$ cat src/include/regfile_pkg.sv
// Constants, types and view helpers of the register file
package regfile_pkg;

  localparam int GPR_WIDTH = 32;
  localparam int NUM_GPR   = 8;
  localparam int SEG_WIDTH = 16;
  localparam int NUM_SEG   = 6;
  localparam int HALF_W    = 16;
  localparam int BYTE_W    = 8;
  localparam int HIGH_SEL_BIT = 2;

  // General-purpose register indices
  localparam logic [2:0] IDX_ACCUM  = 3'h0;
  localparam logic [2:0] IDX_COUNT  = 3'h1;
  localparam logic [2:0] IDX_IO     = 3'h2;
  localparam logic [2:0] IDX_BASE   = 3'h3;
  localparam logic [2:0] IDX_STACK  = 3'h4;
  localparam logic [2:0] IDX_FRAME  = 3'h5;
  localparam logic [2:0] IDX_SOURCE = 3'h6;
  localparam logic [2:0] IDX_DEST   = 3'h7;

  // Segment selector indices; codes 6 and 7 are illegal
  localparam logic [2:0] SEG_EXTRA  = 3'h0;
  localparam logic [2:0] SEG_CODE   = 3'h1;
  localparam logic [2:0] SEG_STACK  = 3'h2;
  localparam logic [2:0] SEG_DATA   = 3'h3;
  localparam logic [2:0] SEG_THIRD  = 3'h4;
  localparam logic [2:0] SEG_FOURTH = 3'h5;

  localparam logic [31:0] GPR_RESET = 32'h0000_0000;
  localparam logic [15:0] SEG_RESET = 16'h0000;
  localparam logic [31:0] IP_RESET  = 32'h0000_0000;

  localparam logic [31:0] STEP_BYTE  = 32'h0000_0001;
  localparam logic [31:0] STEP_WORD  = 32'h0000_0002;
  localparam logic [31:0] STEP_DWORD = 32'h0000_0004;

  typedef enum logic [1:0] {SZ_BYTE, SZ_WORD, SZ_DWORD} size_type;
  typedef logic [NUM_GPR-1:0][GPR_WIDTH-1:0] gpr_file_type;
  typedef logic [NUM_SEG-1:0][SEG_WIDTH-1:0] seg_file_type;

  // Byte selects 4..7 name the high byte of registers 0..3
  function automatic logic [2:0] view_target(logic [2:0] sel,
                                             size_type size);
    view_target = (size == SZ_BYTE) ? {1'b0, sel[1:0]} : sel;
  endfunction

  function automatic logic [31:0] view_read(gpr_file_type regs,
                                            logic [2:0] sel,
                                            size_type size);
    logic [31:0] w;
    w = regs[view_target(sel, size)];
    unique case (size)
      SZ_BYTE: begin
        if (sel[HIGH_SEL_BIT]) begin
          view_read = {24'h00_0000, w[HALF_W-1:BYTE_W]};
        end else begin
          view_read = {24'h00_0000, w[BYTE_W-1:0]};
        end
      end
      SZ_WORD:  view_read = {16'h0000, w[HALF_W-1:0]};
      SZ_DWORD: view_read = w;
      default:  view_read = w;
    endcase
  endfunction

  function automatic logic [31:0] view_merge(logic [31:0] old,
                                             logic [31:0] data,
                                             logic [2:0] sel,
                                             size_type size);
    unique case (size)
      SZ_BYTE: begin
        if (sel[HIGH_SEL_BIT]) begin
          view_merge = {old[GPR_WIDTH-1:HALF_W], data[BYTE_W-1:0],
                        old[BYTE_W-1:0]};
        end else begin
          view_merge = {old[GPR_WIDTH-1:BYTE_W], data[BYTE_W-1:0]};
        end
      end
      SZ_WORD:  view_merge = {old[GPR_WIDTH-1:HALF_W], data[HALF_W-1:0]};
      SZ_DWORD: view_merge = data;
      default:  view_merge = old;
    endcase
  endfunction

endpackage

$ cat src/include/read_port_if.sv
// Read request and registered answer of one register read port
`timescale 1ns/100ps
interface read_port_if;
  import regfile_pkg::*;
  logic [2:0]  sel;
  size_type    size;
  logic [31:0] data;
  modport client (output sel, output size, input data);
  modport server (input sel, input size, output data);
endinterface

$ cat src/gpr_and_segment_reg_file.sv
// General-purpose and segment selector register file of the core
//
// Summary of operation
// - Eight 32-bit general-purpose registers.
// - Word view selects bits 15 to 0.
// - First four registers expose high and low bytes.
// - String operands come implicitly from fixed registers.
// - Count register counts string and loop iterations.
// - Accumulator implicitly holds operands and results.
// - Data-base pointer defaults to first data segment.
// - Source uses data segment, destination extra segment.
// - Stack and frame pointers use stack segment.
// - Six 16-bit segment selector registers.
// - Fetch address is code selector plus offset.
// - Code selector changes only by control transfer.
// - Stack operations use the stack selector.
// - Stack selector is explicitly loadable.
// - Four data selectors are explicitly loadable.
// - Instruction offset holds next instruction offset.
`timescale 1ns/100ps
module gpr_and_segment_reg_file #(
  parameter int INSTR_LEN_W = 4
) (
  input  wire logic                 clk_i,
  input  wire logic                 nrst_i,
  // Explicit register write
  input  wire logic                 wr_en_i,
  input  wire logic [2:0]           wr_sel_i,
  input  regfile_pkg::size_type     wr_size_i,
  input  wire logic [31:0]          wr_data_i,
  // Two read ports, answer one cycle later
  input  wire logic [2:0]           rd_a_sel_i,
  input  regfile_pkg::size_type     rd_a_size_i,
  output logic [31:0]               rd_a_data_o,
  input  wire logic [2:0]           rd_b_sel_i,
  input  regfile_pkg::size_type     rd_b_size_i,
  output logic [31:0]               rd_b_data_o,
  // Implicit accumulator result
  input  wire logic                 acc_wr_i,
  input  wire logic [31:0]          acc_data_i,
  output logic [31:0]               accum_o,
  // Implicit counting and string stepping
  input  wire logic                 cnt_dec_i,
  output logic [31:0]               count_o,
  output logic                      count_zero_o,
  input  wire logic                 str_step_i,
  input  wire logic                 str_dir_i,
  input  regfile_pkg::size_type     str_size_i,
  output logic [15:0]               str_src_sel_o,
  output logic [31:0]               str_src_off_o,
  output logic [15:0]               str_dst_sel_o,
  output logic [31:0]               str_dst_off_o,
  // Stack addressing
  output logic [15:0]               stack_sel_o,
  output logic [31:0]               stack_ptr_o,
  // Pointer register with its default segment
  input  wire logic [2:0]           ptr_sel_i,
  output logic [15:0]               ptr_seg_o,
  output logic [31:0]               ptr_off_o,
  // Explicit selector load and selector read
  input  wire logic                 seg_wr_en_i,
  input  wire logic [2:0]           seg_wr_sel_i,
  input  wire logic [15:0]          seg_wr_data_i,
  output logic                      seg_refused_o,
  input  wire logic [2:0]           seg_rd_sel_i,
  output logic [15:0]               seg_rd_data_o,
  // Control transfer and instruction offset
  input  wire logic                 xfer_load_i,
  input  wire logic [15:0]          xfer_sel_i,
  input  wire logic [31:0]          xfer_offset_i,
  input  wire logic                 ip_advance_i,
  input  wire logic [INSTR_LEN_W-1:0] ip_len_i,
  output logic [15:0]               fetch_sel_o,
  output logic [31:0]               fetch_offset_o
);
  import regfile_pkg::*;

  if (INSTR_LEN_W < 1 || INSTR_LEN_W > GPR_WIDTH) begin : g_len_check
    $error("INSTR_LEN_W must lie between 1 and 32");
  end

  gpr_file_type gpr;
  gpr_file_type next_gpr;
  seg_file_type seg;
  logic [31:0]  next_instr_offset;
  logic [31:0]  str_step;
  logic [2:0]   wr_target;
  logic         seg_legal;
  logic         seg_explicit_ok;

  // ---------------- General-purpose registers ----------------

  assign wr_target = view_target(wr_sel_i, wr_size_i);

  always_comb begin
    unique case (str_size_i)
      SZ_BYTE:  str_step = STEP_BYTE;
      SZ_WORD:  str_step = STEP_WORD;
      SZ_DWORD: str_step = STEP_DWORD;
      default:  str_step = STEP_BYTE;
    endcase
  end

  // Explicit writes are applied last so they win over implicit updates
  always_comb begin
    next_gpr = gpr;
    if (cnt_dec_i) begin
      next_gpr[IDX_COUNT] = gpr[IDX_COUNT] - 32'h0000_0001;
    end
    if (str_step_i) begin
      if (str_dir_i) begin
        next_gpr[IDX_SOURCE] = gpr[IDX_SOURCE] - str_step;
        next_gpr[IDX_DEST]   = gpr[IDX_DEST] - str_step;
      end else begin
        next_gpr[IDX_SOURCE] = gpr[IDX_SOURCE] + str_step;
        next_gpr[IDX_DEST]   = gpr[IDX_DEST] + str_step;
      end
    end
    if (acc_wr_i) begin
      next_gpr[IDX_ACCUM] = acc_data_i;
    end
    if (wr_en_i) begin
      next_gpr[wr_target] = view_merge(gpr[wr_target], wr_data_i,
                                       wr_sel_i, wr_size_i);
    end
  end

  always_ff @(posedge clk_i or negedge nrst_i) begin
    if (!nrst_i) begin
      gpr <= {NUM_GPR{GPR_RESET}};
    end else begin
      gpr <= next_gpr;
    end
  end

  // Registered so the loop test does not lengthen the decode path
  always_ff @(posedge clk_i or negedge nrst_i) begin
    if (!nrst_i) begin
      count_zero_o <= (GPR_RESET == 32'h0000_0000);
    end else begin
      count_zero_o <= (next_gpr[IDX_COUNT] == 32'h0000_0000);
    end
  end

  read_port_if rd_a ();
  read_port_if rd_b ();

  assign rd_a.sel    = rd_a_sel_i;
  assign rd_a.size   = rd_a_size_i;
  assign rd_b.sel    = rd_b_sel_i;
  assign rd_b.size   = rd_b_size_i;
  assign rd_a_data_o = rd_a.data;
  assign rd_b_data_o = rd_b.data;

  gpr_read_port u_read_a (
    .clk_i  (clk_i),
    .nrst_i (nrst_i),
    .regs_i (gpr),
    .port   (rd_a.server)
  );

  gpr_read_port u_read_b (
    .clk_i  (clk_i),
    .nrst_i (nrst_i),
    .regs_i (gpr),
    .port   (rd_b.server)
  );

  // ---------------- Segment selectors ----------------

  assign seg_legal = (seg_wr_sel_i <= SEG_FOURTH);
  // Code selector is never an explicit load target
  assign seg_explicit_ok = seg_wr_en_i && seg_legal &&
                           (seg_wr_sel_i != SEG_CODE);

  always_ff @(posedge clk_i or negedge nrst_i) begin
    if (!nrst_i) begin
      seg <= {NUM_SEG{SEG_RESET}};
    end else begin
      if (seg_explicit_ok) begin
        seg[seg_wr_sel_i] <= seg_wr_data_i;
      end
      if (xfer_load_i) begin
        seg[SEG_CODE] <= xfer_sel_i;
      end
    end
  end

  always_ff @(posedge clk_i or negedge nrst_i) begin
    if (!nrst_i) begin
      seg_refused_o <= 1'b0;
    end else begin
      seg_refused_o <= seg_wr_en_i && !seg_explicit_ok;
    end
  end

  always_ff @(posedge clk_i or negedge nrst_i) begin
    if (!nrst_i) begin
      seg_rd_data_o <= SEG_RESET;
    end else if (seg_rd_sel_i <= SEG_FOURTH) begin
      seg_rd_data_o <= seg[seg_rd_sel_i];
    end else begin
      seg_rd_data_o <= 16'h0000;
    end
  end

  // ---------------- Instruction offset ----------------

  always_ff @(posedge clk_i or negedge nrst_i) begin
    if (!nrst_i) begin
      next_instr_offset <= IP_RESET;
    end else if (xfer_load_i) begin
      next_instr_offset <= xfer_offset_i;
    end else if (ip_advance_i) begin
      next_instr_offset <= next_instr_offset +
                           GPR_WIDTH'(ip_len_i);
    end
  end

  // ---------------- Address pairs ----------------

  assign fetch_sel_o    = seg[SEG_CODE];
  assign fetch_offset_o = next_instr_offset;
  assign stack_sel_o    = seg[SEG_STACK];
  assign stack_ptr_o    = gpr[IDX_STACK];
  assign str_src_sel_o  = seg[SEG_DATA];
  assign str_src_off_o  = gpr[IDX_SOURCE];
  assign str_dst_sel_o  = seg[SEG_EXTRA];
  assign str_dst_off_o  = gpr[IDX_DEST];
  assign count_o        = gpr[IDX_COUNT];
  assign accum_o        = gpr[IDX_ACCUM];

  // Default segment follows the pointer register's role
  always_ff @(posedge clk_i or negedge nrst_i) begin
    if (!nrst_i) begin
      ptr_seg_o <= SEG_RESET;
      ptr_off_o <= GPR_RESET;
    end else begin
      ptr_off_o <= gpr[ptr_sel_i];
      unique case (ptr_sel_i)
        IDX_STACK, IDX_FRAME: ptr_seg_o <= seg[SEG_STACK];
        IDX_DEST:             ptr_seg_o <= seg[SEG_EXTRA];
        IDX_BASE:             ptr_seg_o <= seg[SEG_DATA];
        default:              ptr_seg_o <= seg[SEG_DATA];
      endcase
    end
  end

  // ---------------- Checks ----------------

  logic [15:0] io_upper;
  logic [7:0]  accum_low;
  logic [15:0] code_now;
  logic [15:0] data_now;
  logic [15:0] stack_now;
  logic        no_gpr_write;

  assign io_upper     = gpr[IDX_IO][31:16];
  assign accum_low    = gpr[IDX_ACCUM][7:0];
  assign code_now     = seg[SEG_CODE];
  assign data_now     = seg[SEG_DATA];
  assign stack_now    = seg[SEG_STACK];
  assign no_gpr_write = !wr_en_i;
endmodule

$ cat src/gpr_read_port.sv
// One registered read port with 8, 16 and 32-bit views
`timescale 1ns/100ps
module gpr_read_port (
  input  wire logic                 clk_i,
  input  wire logic                 nrst_i,
  input  regfile_pkg::gpr_file_type regs_i,
  read_port_if.server               port
);
  import regfile_pkg::*;

  always_ff @(posedge clk_i or negedge nrst_i) begin
    if (!nrst_i) begin
      port.data <= GPR_RESET;
    end else begin
      port.data <= view_read(regs_i, port.sel, port.size);
    end
  end
endmodule

$ cat config.mk
export PLATFORM = sky130hd
export DESIGN_NAME = gpr_and_segment_reg_file
export DESIGN_NICKNAME = d
export VERILOG_FILES = /design/src/include/regfile_pkg.sv /design/src/include/read_port_if.sv /design/src/gpr_and_segment_reg_file.sv /design/src/gpr_read_port.sv
export SDC_FILE = /design/constraint.sdc
export NUM_CORES = 1
export LEC_CHECK = 0
export BUFFER_PORTS_ARGS = -buffer_cell sky130_fd_sc_hd__buf_2
export CORE_ASPECT_RATIO = 0.7
export CORE_MARGIN = 4
export CORE_UTILIZATION = 35
export CTS_CLUSTER_DIAMETER = 50
export DETAILED_ROUTE_END_ITERATION = 8
export PLACE_DENSITY_LB_ADDON = 0.12
export SLEW_MARGIN = 20
export SYNTH_ARGS = -nofsm -noshare
export SYNTH_HDL_FRONTEND = slang
export SYNTH_SLANG_ARGS = --single-unit
$ cat constraint.sdc
create_clock -name clk_i -period 7 [get_ports clk_i]
set_clock_uncertainty 0.05 [all_clocks]
set_input_delay 0.35 -clock clk_i [delete_from_list [all_inputs] [get_ports clk_i]]
set_output_delay 0.35 -clock clk_i [all_outputs]
set_load 0.01 [all_outputs]
==> results.md <==
Status:
- The flow ran to the end, and the final reports show no timing, DRC or antenna violations.

Drt:
- The DRC violations left is 0.
- The count of nets left with antenna violations once routing finished came out at 0.
- The detailed-route wire length per cell is 30.0 um.
- In this run, the number of DRC markers left after iteration 0 of detailed routing was 2795.
- The post-detailed-route via-to-cell ratio is 5.83.
- The total number of vias is 28000.
- The first-pass detailed-route iteration total is 5.
- For this block, the routed nets add up to 144000 um of wire.

Worst setup path:
- The required time of the critical path is 7.44 ns.
- The path type of the worst setup path is reg -> reg.
- The worst setup path is launched from a flop.
- The category of the worst setup path capture point is a flop.
- The worst setup slack for register-to-register paths is 2.82 ns.
- In this run the worst path has a maximum fanout of 6.
- The data arrival time at the worst-slack endpoint is 4.62 ns.

Timing:
- Dividing the final minimum period by the clock period gives 59.7%.
- The count of final hold-check violations is 0.
- The transition time at the pin with the least slew margin is 1.17 ns.
- The number of endpoints failing setup at the final stage is 0.
- The normalized max-slew margin is 22.1%.
- In the post-route analysis, the smallest setup slack over all paths is 2.82 ns.
- Adding up every negative setup slack in the final design gives 0 ns.
- The worst path needs 4.18 ns of the cycle, external delays included.
- The number of slew-limit violations in the final report is 0.
- Setup repair after global routing left no endpoint under its margin.
- The maximum operating frequency is 0.239 GHz.

Yosys:
- The proportion of synthesized flip-flops having asynchronous set or reset is 100%.
- Yosys printed 0 warnings.
- Summing the sequential cell areas from Yosys gives 37.9% of the chip area.
- The number of cells produced by synthesis is 3120.
- For this run, the leading register cell type out of synthesis is dfrtp_1.
- In this run, distinct cell masters in the synthesized netlist total 83.
- The number of enable flip-flop cells after synthesis is 0.
- The share of the synthesized area in the top cell type is 37.8%.
- The synthesized design spends more area on one cell type than any other, namely dfrtp_1.
- Counting flops and latches in the post-synthesis netlist gives 514.
- The netlist area before placement is 34000 um^2.
- The post-synthesis net count is 3358.
- The post-synthesis average cell area is 10.9 um^2.
- By area the synthesized netlist is led by dfrtp_1 (38%), mux4_2 (17%), mux2_2 (6.1%).

Layout:
- The final core utilization is 41.7%.
- The library cells used most frequently in the layout, excluding fill and tap cells, are buf_2 (544), dfrtp_1 (513), nand2_1 (299).
- After the last flow step, the layout net total stands at 3710.
- Once layout is done, the placed cells without fillers occupy 40000 um^2.
- Leaving out fill and tap cells, the most frequent cell in the layout is buf_2.
- The fill cell instance count of the final layout is 9337.
- The area growth from synthesis to layout is 17.9%.
- The post-route netlist has 35.4% of its cells at a drive strength greater than 1.
- The final non-filler cell total is 4806.

Power and ir drop:
- The clock network is responsible for 26.4% of the overall power.
- The net switching power is 6660 uW.
- The peak supply drop is 176 uV.
- Of the total power, combinational logic draws 40.5%.
- Of the total power, registers draw 33.1%.
- Power spread over the standard cell area amounts to 395 nW/um^2.
- Internal power comes to 9150 uW.
- The fraction of power spent switching nets is 42.1%.
- For this design the static power due to leakage is 0.0177 uW.

Placed design:
- The pre-CTS worst setup slack is 2.48 ns.
- At the end of routability-driven placement, the weighted congestion stood at 0.918.
- The count of buffers inserted at the top-level ports is 553.
- The half-perimeter wire length after detailed placement is 107000 um.
- The instance count after placement with tap cells included is 4568.
- Summing all placed instances gives a cell area of 36400 um^2.

Clock tree:
- The number of clock buffers added by TritonCTS is 78.
- The clock-pin transition on the worst setup and hold timing paths is 0.06 ns.
- The number of levels the H-tree was split into is 3.
- The clock latency at the later pin of the worst-skew pair is 0.65 ns.
- Buffers added to address setup during post-CTS repair amount to 0.
- The clock net in this run drives a total of 514 sinks.
- TritonCTS built the clock tree.
- The tree is rooted in a clkbuf_16.
- The total of cells resized after clock tree synthesis is 0.
- The longest clock path from root to sink contains 3 buffers.

Floorplan:
- The die covers 102000 um^2.
- From bottom edge to top edge, the die measures 269 um.
- In this run the core area contains 95 standard-cell rows.
- The core outline area is 96000 um^2.
- The floorplan step set the die width to 380 um.
- The initial utilization of the core area, before any placement, comes to 35.3%.
- During I/O placement, the number of pins put on the boundary was 554.

GRT:
- For this run, global-route usage on met1 was measured as 39.9%.
- For this run, global-route usage on met3 was measured as 12.0%.
- The first global-routing pass estimated 205000 um of wire.
- The overall track demand over capacity in global routing is 27.5%.
- The total overflow left after global routing is 0.
- The global routing usage on met2 is 37.1%.
- The initial antenna violation count is 13.
- The largest net degree at the start of global routing is 149.
- The number of global-route vias before repair is 27600.
- met1 is the most crowded layer.

Worst hold path:
- The tightest min-delay check is of the in -> reg type.

Flow run:
- The count of max-cap constraint violations is 0.
-- cell usage after synthesis (4+ instances only) --
library cell / number
mux4_1: 4
a21o_1: 42
mux4_2: 257
o211ai_1: 15
o21ai_0: 249
o21ai_1: 13
nand2b_1: 15
nand3b_1: 5
nand2_1: 301
ha_1: 67
dfrtp_1: 513
nor3_1: 26
nor2b_1: 62
nor3b_1: 6
a31oi_1: 22
a21oi_1: 175
buf_4: 225
inv_1: 49
or3_1: 4
o21bai_1: 14
mux2i_1: 143
mux2_2: 185
nor2_1: 157
xnor2_1: 67
buf_2: 11
or2_2: 6
a211oi_1: 35
clkbuf_1: 150
xor2_1: 45
a21boi_0: 5
nor4_1: 11
and3_1: 12
nand3_1: 37
or4_1: 4
o22ai_1: 40
clkbuf_8: 5
buf_1: 43
nand4_1: 12
o21a_1: 8
a311oi_1: 4
a22oi_1: 11
-- per-layer routing --
layer,wire length [um],vias to the layer above
met5,244,-
met4,3850,6
met3,18200,196
met2,58000,1436
met1,64000,14400
li1,-,12000
-- cell type report --
class                      instances  area, um^2  share of cell area [%]
clock inverter                    51         643                    1.61
clock buffer                      93        2110                    5.27
inverter                          51         191                   0.478
multi-input combinational       2117       18400                    46.0
antenna                            9        22.5                  0.0563
sequential                       514       12900                    32.1
timing repair buffer             710        4220                    10.5
tap                             1261        1580                    3.94
-- power groups by stage --
stage,Combinational [uW],Sequential [uW],Clock (uW)
floorplan,4420,4590,0
global placement,6220,5160,0
detailed placement,6280,5200,0
CTS,6350,5150,4240
global route,6910,5310,4370
finish,6410,5230,4170
-- registers in the layout, summed over array words and instances, names as in the netlist, 16 cells and up --
register	cells
str_src_sel_o	16
seg	32
stack_sel_o	16
ptr_off_o	32
str_dst_sel_o	16
fetch_sel_o	16
ptr_seg_o	16
seg_rd_data_o	16
accum_o	32
u_read_b.port.data	32
count_o	32
u_read_a.port.data	32
stack_ptr_o	32
fetch_offset_o	32
str_src_off_o	32
gpr	96
str_dst_off_o	32
-- critical path, cell delays in order, from the launching register on --
cell      delay (ns)
dfrtp_1         0.64
inv_1           0.14
ha_1            0.28
nor2b_1         0.20
o311ai_0        0.17
a211oi_1        0.46
nor2_1          0.12
o31ai_1         0.53
a21oi_1         0.28
o21ai_0         0.35
xor2_1          0.36
nand2_1         0.12
xor2_1          0.21
mux2i_1         0.10
-- path summary, 6_finish.rpt --
check                                 start           endpoint  cells past startpoint
max                        str_src_off_o[0]  str_src_off_o[31]                     13
min                          acc_data_i[25]        accum_o[25]                      4
max reg2reg                str_src_off_o[0]  str_src_off_o[31]                     13
min reg2reg                         seg[68]            seg[68]                      1
max in group asynchronous            nrst_i         accum_o[6]                      3
min in group asynchronous            nrst_i   str_src_off_o[4]                      2
-- cell families after synthesis --
logic type / synth area share (%)
fa+ha+maj: 2.73
mux: 27.7
simple gates: 9.34
flops: 37.9
buf+inv: 8.20
compound gates: 11.2
xor+xnor: 2.89
-- repair_timing --
action / 4_1_cts / 5_1_grt
hold buffers: 84 / 0
endpoints found under the hold margin: 238 / 0
setup endpoints to repair: 0 / 0
-- through the flow --
step | power, uW | hold WS (ns)
final | 15800 | 0.0550
after global routing | 16600 | 0.0583
after CTS | 15700 | 0.00257
after detailed placement | 11500 | 0.426
after global placement | 11400 | 0.402
after floorplan | 9010 | 0.00441
(Power assumes the default switching activity.)
